==> src/adc_ctrl_pkg.sv <==
// constants, types and field layout of the converter control block
// How it works
// - active flag: set at start, cleared done/abort
// - trigger select: software write or hardware trigger
// - bit 5 enables automatic compare, all modes
// - bit 4: less-than or greater-or-equal compare
// - upper result bits; zero in 8-bit mode
// - load results unless compare enabled and false
// - 10-bit: upper read blocks transfers until lower read
// - results completing under interlock are discarded
// - 8-bit mode has no read interlock
// - mode change invalidates both result registers
// - lower register holds low eight result bits
// - upper compare bits used only in 10-bit
// - lower compare bits used in both modes
// - config bit 7 selects low-power operating point
// - config bits 6:5 divide clock 1/2/4/8
// - config bit 4 selects long sample period
// - config bits 3:2 select 8 or 10 bit
// - config bits 1:0 select input clock source
// - complete flag set when compare disabled or true
// - complete flag cleared by control write, lower read
// - control write aborts; restarts unless channel off or hardware trigger selected
// - raw result rounded to 10 or 8 bits
package adc_ctrl_pkg;

    // register offsets
    localparam logic [2:0] OFS_CHANNEL_START = 3'h0;
    localparam logic [2:0] OFS_TRIGGER_CMP   = 3'h1;
    localparam logic [2:0] OFS_RESULT_UPPER  = 3'h2;
    localparam logic [2:0] OFS_RESULT_LOWER  = 3'h3;
    localparam logic [2:0] OFS_CMP_UPPER     = 3'h4;
    localparam logic [2:0] OFS_CMP_LOWER     = 3'h5;
    localparam logic [2:0] OFS_CONFIG        = 3'h6;

    // channel_start_control fields
    localparam int COMPLETE_BIT   = 7;
    localparam int INT_ENABLE_BIT = 6;
    localparam int CONTINUOUS_BIT = 5;
    localparam int CHANNEL_MSB    = 4;

    // trigger_compare_control fields
    localparam int ACTIVE_BIT     = 7;
    localparam int TRIGGER_BIT    = 6;
    localparam int CMP_ENABLE_BIT = 5;
    localparam int CMP_GREATER_BIT = 4;

    // converter_configuration fields
    localparam int LOW_POWER_BIT  = 7;
    localparam int DIVIDE_LSB     = 5;
    localparam int LONG_SAMPLE_BIT = 4;
    localparam int MODE_LSB       = 2;
    localparam int CLK_SEL_LSB    = 0;

    localparam logic [1:0] MODE_8BIT  = 2'h0;
    localparam logic [1:0] MODE_10BIT = 2'h2;
    localparam logic [1:0] CLK_BUS      = 2'h0;
    localparam logic [1:0] CLK_BUS_HALF = 2'h1;
    localparam logic [1:0] CLK_ALT      = 2'h2;
    localparam logic [1:0] CLK_ASYNC    = 2'h3;

    localparam logic [4:0] CHANNEL_OFF = 5'h1f;

    // reset values
    localparam logic [7:0] CHANNEL_START_RESET = 8'h1f;
    localparam logic [7:0] TRIGGER_CMP_RESET   = 8'h00;
    localparam logic [7:0] CMP_VALUE_RESET     = 8'h00;
    localparam logic [7:0] CONFIG_RESET        = 8'h00;

    localparam int RAW_W = 11;

    typedef struct packed {
        logic [2:0] addr;
        logic [7:0] wdata;
        logic       wr;
        logic       rd;
    } reg_req_t;

    typedef struct packed {
        logic       start;
        logic       abort;
        logic       clk_en;
        logic       low_power;
        logic       long_sample;
        logic       ten_bit;
        logic [4:0] channel;
    } core_ctrl_t;

    typedef struct packed {
        logic             done;
        logic [RAW_W-1:0] raw;
    } core_result_t;

    typedef enum logic {CONV_IDLE, CONV_BUSY} conv_state_t;

endpackage : adc_ctrl_pkg

==> src/adc_compare_result_config.sv <==
// register file, conversion sequencing, compare and clock divide of the converter
`timescale 1ns/100ps
`default_nettype none

module adc_compare_result_config
    import adc_ctrl_pkg::*;
(
    // clock and reset
    input  wire logic         core_clk,
    input  wire logic         rst_n,
    // register port
    input  wire reg_req_t     reg_req,
    output var  logic [7:0]   reg_rdata,
    // pins from outside the clock domain
    input  wire logic         hardware_trigger_input,
    input  wire logic         alternate_clock_in,
    input  wire logic         internal_async_clock,
    // analog converter core
    output var  core_ctrl_t   core_ctrl,
    input  wire core_result_t core_result
);

    // helpers
    function automatic logic [9:0] round_raw(input logic [RAW_W-1:0] raw,
                                             input logic ten);
        logic [11:0] sum10;
        logic [9:0]  sum8;
        begin
            sum10 = {1'b0, raw} + 12'h001;
            sum8  = {1'b0, raw[8:0]} + 10'h001;
            if (ten) begin
                // half-step rounding can carry past full scale; clamp it
                round_raw = sum10[11] ? 10'h3ff : sum10[10:1];
            end else begin
                round_raw = sum8[9] ? 10'h0ff : {2'h0, sum8[8:1]};
            end
        end
    endfunction : round_raw

    function automatic logic compare_true(input logic [9:0] res,
                                          input logic [9:0] cv,
                                          input logic ten,
                                          input logic greater);
        logic [9:0] a;
        logic [9:0] b;
        begin
            a = ten ? res : {2'h0, res[7:0]};
            b = ten ? cv : {2'h0, cv[7:0]};
            compare_true = greater ? (a >= b) : (a < b);
        end
    endfunction : compare_true

    function automatic logic [2:0] divide_limit(input logic [1:0] sel);
        begin
            unique case (sel)
                2'h0: divide_limit = 3'h0;
                2'h1: divide_limit = 3'h1;
                2'h2: divide_limit = 3'h3;
                2'h3: divide_limit = 3'h7;
            endcase
        end
    endfunction : divide_limit

    // registers
    logic [7:0]  channel_start_reg;
    logic [7:0]  trigger_cmp_reg;
    logic [7:0]  cmp_upper_reg;
    logic [7:0]  cmp_lower_reg;
    logic [7:0]  config_reg;
    logic [9:0]  result_reg;
    logic        complete_reg;
    logic        interlock_reg;
    conv_state_t state_reg;
    logic [2:0]  sync1_reg;
    logic [2:0]  sync2_reg;
    logic [2:0]  sync3_reg;
    logic [2:0]  level_reg;
    logic        half_reg;
    logic [2:0]  div_cnt_reg;

    // field views
    logic [4:0] channel;
    logic       continuous;
    logic       trig_hw;
    logic       cmp_enable;
    logic       cmp_greater;
    logic [1:0] mode;
    logic       ten_bit;
    logic [1:0] clk_sel;
    logic [1:0] div_sel;

    assign channel     = channel_start_reg[CHANNEL_MSB:0];
    assign continuous  = channel_start_reg[CONTINUOUS_BIT];
    assign trig_hw     = trigger_cmp_reg[TRIGGER_BIT];
    assign cmp_enable  = trigger_cmp_reg[CMP_ENABLE_BIT];
    assign cmp_greater = trigger_cmp_reg[CMP_GREATER_BIT];
    assign mode        = config_reg[MODE_LSB+1:MODE_LSB];
    assign ten_bit     = (mode == MODE_10BIT);
    assign clk_sel     = config_reg[CLK_SEL_LSB+1:CLK_SEL_LSB];
    assign div_sel     = config_reg[DIVIDE_LSB+1:DIVIDE_LSB];

    // bus decode
    logic wr_start_ctl;
    logic wr_config;
    logic rd_upper;
    logic rd_lower;
    logic mode_change;

    assign wr_start_ctl = reg_req.wr && (reg_req.addr == OFS_CHANNEL_START);
    assign wr_config    = reg_req.wr && (reg_req.addr == OFS_CONFIG);
    assign rd_upper     = reg_req.rd && (reg_req.addr == OFS_RESULT_UPPER);
    assign rd_lower     = reg_req.rd && (reg_req.addr == OFS_RESULT_LOWER);
    assign mode_change  = wr_config &&
                          (reg_req.wdata[MODE_LSB+1:MODE_LSB] != mode);

    // pin synchronisers: trigger, alternate clock, async clock
    logic [2:0] pins;
    logic [2:0] rise;

    assign pins = {internal_async_clock, alternate_clock_in, hardware_trigger_input};

    always_ff @(posedge core_clk) begin
        if (!rst_n) begin
            sync1_reg <= 3'h0;
            sync2_reg <= 3'h0;
            sync3_reg <= 3'h0;
            level_reg <= 3'h0;
        end else begin
            sync1_reg <= pins;
            sync2_reg <= sync1_reg;
            sync3_reg <= sync2_reg;
            for (int i = 0; i < 3; i++) begin
                // a change is believed only once two stages agree
                if (sync2_reg[i] == sync3_reg[i]) begin
                    level_reg[i] <= sync3_reg[i];
                end
            end
        end
    end

    always_comb begin
        for (int i = 0; i < 3; i++) begin
            rise[i] = (sync2_reg[i] == sync3_reg[i]) && sync3_reg[i] && !level_reg[i];
        end
    end

    // converter clock: source select then divide
    logic src_pulse;
    logic div_pulse;

    always_comb begin
        unique case (clk_sel)
            CLK_BUS:      src_pulse = 1'b1;
            CLK_BUS_HALF: src_pulse = half_reg;
            CLK_ALT:      src_pulse = rise[1];
            CLK_ASYNC:    src_pulse = rise[2];
        endcase
    end

    assign div_pulse = src_pulse && (div_cnt_reg == divide_limit(div_sel));

    always_ff @(posedge core_clk) begin
        if (!rst_n) begin
            half_reg    <= 1'b0;
            div_cnt_reg <= 3'h0;
        end else begin
            half_reg <= !half_reg;
            // restart the divide on reconfiguration so no stale count stretches a period
            if (wr_config || div_pulse) begin
                div_cnt_reg <= 3'h0;
            end else if (src_pulse) begin
                div_cnt_reg <= div_cnt_reg + 3'h1;
            end
        end
    end

    // conversion sequencing
    logic sw_start;
    logic hw_start;
    logic cont_start;
    logic start_now;
    logic abort_now;
    logic done_ok;
    logic cond_ok;
    logic store_ok;
    logic [9:0] rounded;
    logic [9:0] cmp_value;

    assign sw_start   = wr_start_ctl && !trig_hw &&
                        (reg_req.wdata[CHANNEL_MSB:0] != CHANNEL_OFF);
    assign hw_start   = trig_hw && rise[0] && !wr_start_ctl &&
                        (state_reg == CONV_IDLE) && (channel != CHANNEL_OFF);
    // a result arriving in the cycle of an abort belongs to the aborted conversion
    assign done_ok    = core_result.done && (state_reg == CONV_BUSY) && !wr_start_ctl;
    assign cont_start = done_ok && continuous && (channel != CHANNEL_OFF);
    assign start_now  = sw_start || hw_start || cont_start;
    assign abort_now  = wr_start_ctl && (state_reg == CONV_BUSY);

    assign rounded   = round_raw(core_result.raw, ten_bit);
    assign cmp_value = {cmp_upper_reg[1:0], cmp_lower_reg};
    assign cond_ok   = !cmp_enable ||
                       compare_true(rounded, cmp_value, ten_bit, cmp_greater);
    assign store_ok  = done_ok && cond_ok && !interlock_reg && !mode_change;

    always_ff @(posedge core_clk) begin
        if (!rst_n) begin
            state_reg <= CONV_IDLE;
        end else if (start_now) begin
            state_reg <= CONV_BUSY;
        end else if (done_ok || abort_now) begin
            state_reg <= CONV_IDLE;
        end
    end

    // software registers
    always_ff @(posedge core_clk) begin
        if (!rst_n) begin
            channel_start_reg <= CHANNEL_START_RESET;
        end else if (wr_start_ctl) begin
            channel_start_reg <= {1'b0, reg_req.wdata[6:0]};
        end
    end

    always_ff @(posedge core_clk) begin
        if (!rst_n) begin
            trigger_cmp_reg <= TRIGGER_CMP_RESET;
        end else if (reg_req.wr && (reg_req.addr == OFS_TRIGGER_CMP)) begin
            // active flag is hardware owned; reserved bits are kept at zero
            trigger_cmp_reg <= {1'b0, reg_req.wdata[6:4], 4'h0};
        end
    end

    always_ff @(posedge core_clk) begin
        if (!rst_n) begin
            cmp_upper_reg <= CMP_VALUE_RESET;
            cmp_lower_reg <= CMP_VALUE_RESET;
        end else if (reg_req.wr) begin
            if (reg_req.addr == OFS_CMP_UPPER) begin
                cmp_upper_reg <= {6'h00, reg_req.wdata[1:0]};
            end
            if (reg_req.addr == OFS_CMP_LOWER) begin
                cmp_lower_reg <= reg_req.wdata;
            end
        end
    end

    always_ff @(posedge core_clk) begin
        if (!rst_n) begin
            config_reg <= CONFIG_RESET;
        end else if (wr_config) begin
            config_reg <= reg_req.wdata;
        end
    end

    // result, interlock and complete flag
    always_ff @(posedge core_clk) begin
        if (!rst_n) begin
            result_reg <= 10'h000;
        end else if (mode_change) begin
            result_reg <= 10'h000;
        end else if (store_ok) begin
            result_reg <= ten_bit ? rounded : {2'h0, rounded[7:0]};
        end
    end

    always_ff @(posedge core_clk) begin
        if (!rst_n) begin
            interlock_reg <= 1'b0;
        end else if (mode_change || rd_lower) begin
            interlock_reg <= 1'b0;
        end else if (rd_upper && ten_bit) begin
            interlock_reg <= 1'b1;
        end
    end

    always_ff @(posedge core_clk) begin
        if (!rst_n) begin
            complete_reg <= 1'b0;
        end else if (done_ok && cond_ok) begin
            complete_reg <= 1'b1;
        end else if (wr_start_ctl || rd_lower) begin
            complete_reg <= 1'b0;
        end
    end

    // read data, one cycle after the strobe
    always_ff @(posedge core_clk) begin
        if (!rst_n) begin
            reg_rdata <= 8'h00;
        end else if (reg_req.rd) begin
            unique case (reg_req.addr)
                OFS_CHANNEL_START: reg_rdata <= {complete_reg, channel_start_reg[6:0]};
                OFS_TRIGGER_CMP:   reg_rdata <= {state_reg == CONV_BUSY,
                                                 trigger_cmp_reg[6:0]};
                OFS_RESULT_UPPER:  reg_rdata <= {6'h00, result_reg[9:8]};
                OFS_RESULT_LOWER:  reg_rdata <= result_reg[7:0];
                OFS_CMP_UPPER:     reg_rdata <= cmp_upper_reg;
                OFS_CMP_LOWER:     reg_rdata <= cmp_lower_reg;
                OFS_CONFIG:        reg_rdata <= config_reg;
                default:           reg_rdata <= 8'h00;
            endcase
        end else begin
            reg_rdata <= 8'h00;
        end
    end

    // core command word
    always_ff @(posedge core_clk) begin
        if (!rst_n) begin
            core_ctrl <= '0;
        end else begin
            core_ctrl.start       <= start_now;
            core_ctrl.abort       <= abort_now;
            core_ctrl.clk_en      <= div_pulse;
            core_ctrl.low_power   <= config_reg[LOW_POWER_BIT];
            core_ctrl.long_sample <= config_reg[LONG_SAMPLE_BIT];
            core_ctrl.ten_bit     <= ten_bit;
            core_ctrl.channel     <= wr_start_ctl ? reg_req.wdata[CHANNEL_MSB:0] : channel;
        end
    end

endmodule : adc_compare_result_config

`default_nettype wire

==> config.mk <==
export PLATFORM = sky130hd
export DESIGN_NAME = adc_compare_result_config
export DESIGN_NICKNAME = d
export VERILOG_FILES = /design/src/adc_ctrl_pkg.sv /design/src/adc_compare_result_config.sv
export SDC_FILE = /design/constraint.sdc
export NUM_CORES = 1
export LEC_CHECK = 0
export BUFFER_PORTS_ARGS = -buffer_cell sky130_fd_sc_hd__buf_2
export CAP_MARGIN = 20
export CORE_MARGIN = 4
export CORE_UTILIZATION = 57
export DETAILED_ROUTE_END_ITERATION = 10
export HOLD_SLACK_MARGIN = 0.02
export PLACE_DENSITY = 0.79
export SLEW_MARGIN = 5
export SYNTH_ARGS = -nofsm -noshare
export SYNTH_HDL_FRONTEND = slang
export SYNTH_SLANG_ARGS = --single-unit
==> constraint.sdc <==
create_clock -name core_clk -period 3.2 [get_ports core_clk]
set_clock_uncertainty 0.2 [all_clocks]
set_input_delay 0.32 -clock core_clk [delete_from_list [all_inputs] [get_ports core_clk]]
set_output_delay 0.32 -clock core_clk [all_outputs]
set_load 0.02 [all_outputs]
==> impl_metrics.ini, run 1 <==
[run_status]
outcome = completed

[setup_path]
path_class = reg2reg
cp-start-kind = register
cp_max_fo = 5
cp_data_required_time_ns = 3.24
critPathCaptureType = register
rr_startpoint = config_reg[2]
endpoint = result_reg[9]
cp-startpoint = config_reg[2]
rr_endpoint = result_reg[9]
reg2reg_setup_slack_ns = 0.26
crit_arrival_ns = 2.98
reg2reg_depth = 12

[place]
portBuffers = 48
hpwl_mm = 6.64
place.gp.congestion = 0.894

[pwr]
power_frac_seq_pct = 50.4
swShare_pct = 26.0
internal_power_uw = 1450
leakage_uw = 0.00176
power_density_mw_per_mm2 = 458
peakVddDrop_uv = 438
pwr-share-comb_pct = 11.5
power.net_switching_uw = 510
clockPowerShare_pct = 38.0

[final_layout]
fin_util_pct = 67.6
syn_to_final_growth_pct = 16.0
finalNetCount = 518
drive_above_1_share_pct = 20.1
diodes = 0
largest_reg_flops = 11

[floorplanning]
die_y_um = 88.4
die_x_um = 88.4
dieArea_sq_mm = 0.00781
io_pins = 49
coreArea_sq_mm = 0.00631
start_util_pct = 58.3
num_rows = 29

[sta]
holdWs_ns = 0.0303
period_minus_slack_ns = 2.94
setup_viol = 0
relSlewSlack_pct = 58.6
rsz0062_at_grt = no
drv_slew = 0
fin_crit_sh_pct = 91.9
worst_pin_slew_ns = 0.614
hold_viol = 0
fmax_ghz = 0.340

[cts]
root_buffer = clkbuf_8
path_clk_slew_ns = 0.08
cts.sinks = 76
clkLatencyLatePin_ns = 0.34
post_cts_buffers = 0
h-tree-depth = 3
cts_buffer_depth = 2
cts_buffers = 9
tritoncts = built

[synthesis]
synthesis.nets = 462
synth_area_per_cell_sq_um = 8.83
synthArstFlopShare_pct = 0
synth.yosys.warnings = 0
ys_types = 51
synth_top_cell_by_area = dfxtp_1
syn_area_sq_mm = 0.00368
ys_ff_latch = 76
synth_area_leaders = dfxtp_1 (41%), nand2_1 (9.0%), mux2i_1 (5.4%)
syn_inst = 417
yosysSeqAreaShare_pct = 41.3
synth_edf_count = 0
synth_ff_type = dfxtp_1
synth_top_area_share_pct = 41.3

[grt]
grt_start_max_net_pins = 57
grt_antenna_before_repair = 0
grt_usage_pct = 24.6
grt_overflow = 0
grt_pass1_vias = 3104
grt_pass1_wl_mm = 14.7

[job]
maxCapViolCount = 0

[routing]
first_iter_violations = 154
ant_nets = 0
via_count = 3212
routed_wl_mm = 8.94
route.detailed.drc = 0
wl_per_cell_um = 16.1
dr.pass1.iters = 4
via_per_inst = 5.79

[hold_path]
holdPathStages = 3
hold_path_class = in2reg
[kinds of logic (layout without fill, tap and decap cells)]
logic type	after synthesis	in the layout	synth area share [%]
xor gates and xnor gates	7	7	1.67
and+or+nand+nor	181	181	25.1
buffers and inverters	31	92	3.64
AOI/OAI and AO/OA	83	83	16.5
muxes	24	24	6.66
DFF	76	76	41.3
adders and majority gates	15	15	5.10
[synthesized netlist by cell type, drive strengths merged (6+ instances only)]
library cell	number
buf	7
ha	15
nand3	10
o21ai	10
nand2	89
dfxtp	76
inv	11
a22oi	7
a221oi	7
mux2i	20
nor2	14
and2	14
clkbuf	13
nor3	6
a21boi	23
nor2b	12
xor2	6
nand4	9
a21oi	12
a211oi	14
[how the worst min path moves through the flow]
stage,start,to
after floorplan,half_reg,half_reg
after global placement,half_reg,half_reg
after detailed placement,half_reg,half_reg
after CTS,reg_req[9],config_reg[7]
after global routing,reg_req[9],cmp_lower_reg[7]
final,reg_req[9],config_reg[7]
[layer usage]
metal	GRT usage (%)	vias to the layer above	wire length (um)
li1	-	1588	-
met5	0	-	0
met2	39.4	112	4220
met1	31.1	1487	3840
met3	5.96	25	620
met4	11.7	0	258
[metrics by stage]
stage / power, uW / cell area, sq um / setup TNS, ns / setup slack [ns] / cells
after floorplan: 1150 / 3680 / 0 / 0.232 / 417
final: 1960 / 4270 / 0 / 0.259 / 555
after detailed placement: 1230 / 4030 / -0.139 / -0.0540 / 536
after global routing: 2030 / 4270 / 0 / 0.0296 / 555
after global placement: 1220 / 4030 / 0 / 0.0972 / 536
after CTS: 1960 / 4260 / 0 / 0.201 / 555
[power groups by stage]
stage                     sequential (uW)  clock, uW  combinational [uW]
after floorplan                      1020          0                 130
after global placement               1010          0                 214
after detailed placement             1010          0                 219
after CTS                             987        747                 223
after global routing                  991        786                 251
final                                 987        744                 226
[what timing repair did]
item	4_1_cts	5_1_grt
endpoints found under the hold margin	3	0
resized for setup	0	2
hold buffers	3	0
setup endpoints to repair	0	4
[placed cells by master (no fill, tap or decap), types with 4 or more instances in the layout]
cell / n
a211oi_1: 11
a21boi_0: 23
a21oi_1: 11
a221oi_1: 7
a22oi_1: 7
and2_1: 14
and3_1: 4
and4_1: 4
buf_2: 48
buf_4: 14
clkbuf_8: 10
dfxtp_1: 76
ha_1: 15
inv_1: 11
mux2_2: 4
mux2i_1: 20
nand2_1: 88
nand3_1: 10
nand4_1: 9
nor2_1: 14
nor2b_1: 12
nor3_1: 5
nor3b_1: 4
o21ai_0: 9
xor2_1: 6
[worst max-delay path: stages (launching register included)]
cell and delay [ns]:
dfxtp_1 0.35, nor2b_1 0.18, nand2_1 0.09, nand2_1 0.15, buf_4 0.14, nand2_1 0.09, ha_1 0.31, nand4_1 0.16
a211oi_2 0.26, a2111oi_2 0.08, or3b_4 0.43, and4_1 0.20, a31o_1 0.18
[layout make-up]
| type | count | area, sq um |
|---|---|---|
| Tap cell | 77 | 96.3 |
| Multi-Input combinational cell | 310 | 2030 |
| Inverter | 11 | 41.3 |
| Sequential cell | 76 | 1520 |
| Fill cell | 525 | 2040 |
| Clock inverter | 5 | 60.1 |
| Clock buffer | 11 | 141 |
| Timing Repair Buffer | 65 | 375 |
(Power assumes the default switching activity.)
==> run 2, diff against run 1 <==
- HOLD_SLACK_MARGIN: 0.02 -> 0.15
==> run 2 against run 1 <==
Effect of this change:
- core utilization is 1.4 points higher
- wire length up 1.9%
- power is 0.47% higher
- critical path depth unchanged
- via count rose by 1.4%
- sequential power about the same
- largest cell class unchanged
==> impl_metrics.ini, run 2 (synthesis results as in run 1) <==
[sta]
fmax_ghz = 0.341
fin_crit_sh_pct = 91.8
setup_viol = 0
hold_viol = 0
fin_ws_ns = 0.264
rsz0062_at_grt = no
fin_tns_setup_ns = 0
holdWs_ns = 0.230
worst_pin_slew_ns = 0.610
relSlewSlack_pct = 58.9
drv_slew = 0
period_minus_slack_ns = 2.94

[hold_path]
holdPathStages = 5
hold_path_class = in2reg
min-delay-start = reg_req[0]
hold_end = interlock_reg

[grt]
grt_pass1_vias = 3163
grt_pass1_wl_mm = 15.0
grt_start_max_net_pins = 57
grt_overflow = 0
grt_antenna_before_repair = 0
grt_usage_pct = 25.0

[final_layout]
stdcell_count = 564
diodes = 0
syn_to_final_growth_pct = 18.4
largest_reg_flops = 11
finalNetCount = 527
drive_above_1_share_pct = 19.7
final_cell_mix = nand2_1 (88), dfxtp_1 (76), buf_2 (48)
layout_commonest_cell = nand2_1
fill_cells = 517

[setup_path]
rr_startpoint = config_reg[2]
cp_max_fo = 5
cp-start-kind = register
cp_data_required_time_ns = 3.23
path_class = reg2reg
crit_arrival_ns = 2.97
reg2reg_setup_slack_ns = 0.26
critPathCaptureType = register
reg2reg_depth = 12
rr_endpoint = result_reg[9]

[run_status]
outcome = completed

[cts]
post_cts_buffers = 0
tritoncts = built
cts.sinks = 76
path_clk_slew_ns = 0.08
cts_buffer_depth = 2
cts_buffers = 9
clkLatencyLatePin_ns = 0.34
root_buffer = clkbuf_8
h-tree-depth = 3

[pwr]
power.net_switching_uw = 512
power_frac_seq_pct = 50.2
leakage_uw = 0.00180
power_density_mw_per_mm2 = 451
swShare_pct = 26.0
clockPowerShare_pct = 37.8
peakVddDrop_uv = 440
internal_power_uw = 1450
pwr-share-comb_pct = 11.9

[floorplanning]
die_y_um = 88.4
dieArea_sq_mm = 0.00781
start_util_pct = 58.3
num_rows = 29
die_x_um = 88.4
io_pins = 49
coreArea_sq_mm = 0.00631

[job]
maxCapViolCount = 0

[routing]
wl_per_cell_um = 16.2
via_per_inst = 5.77
route.detailed.drc = 0
first_iter_violations = 187
routed_wl_mm = 9.11
ant_nets = 0
dr.pass1.iters = 5
via_count = 3257

[place]
hpwl_mm = 6.64
dp.cells = 536
place_ws_ns = -0.0540
portBuffers = 48
place.gp.congestion = 0.894
==> run 2: cell count changes in the layout (fill, tap and decap cells not counted) <==
cell | before | now
dlygate4sd3_1 | 3 | 12
==> run 2: layout make-up <==
cell class                 instances  area [sq um]  share of cell area [%]
inverter                          11          41.3                   0.947
timing repair buffer              74           465                    10.7
clock buffer                      11           141                    3.24
multi-input combinational        310          2030                    46.6
sequential                        76          1520                    34.9
clock inverter                     5          60.1                    1.38
tap                               77          96.3                    2.21
==> run 2: routing by layer <==
metal	global-route usage (%)	vias up	wire (um)	part of all wire (%)
li1	-	1604	-	-
met1	32.1	1515	4040	44
met2	40.2	111	4250	47
met3	5.49	27	541	5.9
met4	11.7	0	274	3.0
met5	0	-	0	0
==> run 2: power by group through the flow <==
stage                     clock network [uW]  registers, uW  logic, uW
after floorplan                            0           1020        130
after global placement                     0           1010        214
after detailed placement                   0           1010        219
after CTS                                747            987        232
after global routing                     788            991        260
final                                    744            987        234
==> run 2: through the flow <==
step	area, sq um	total power, uW	utilization, %
after floorplan	3680	1150	-
after global placement	4030	1220	63.8
after detailed placement	4030	1230	63.8
after CTS	4350	1970	68.9
after global routing	4360	2040	69.0
final	4360	1970	69.0
==> run 2: how the worst max path moves through the flow <==
stage	slack [ns]	endpoint	cells past startpoint	startpoint
floorplan	0.23	result_reg[9]	13	core_result[0]
global placement	0.1	result_reg[9]	13	core_result[0]
detailed placement	-0.05	result_reg[0]	14	core_result[7]
CTS	0.20	result_reg[9]	12	config_reg[2]
global route	0.03	result_reg[0]	13	config_reg[2]
finish	0.26	result_reg[9]	12	config_reg[2]
==> run 2: repair_timing <==
item,4_1_cts,5_1_grt
endpoints found under the setup margin,0,4
endpoints found under the hold margin,33,0
gates resized for setup,0,2
hold buffers,12,0
==> run 2: critical path, stage by stage, from the launching register on <==
cell and delay, ns:
dfxtp_1 0.35, nor2b_1 0.17, nand2_1 0.09, nand2_1 0.15, buf_4 0.14, nand2_1 0.09, ha_1 0.31, nand4_1 0.16
a211oi_2 0.26, a2111oi_2 0.08, or3b_4 0.43, and4_1 0.20, a31o_1 0.18
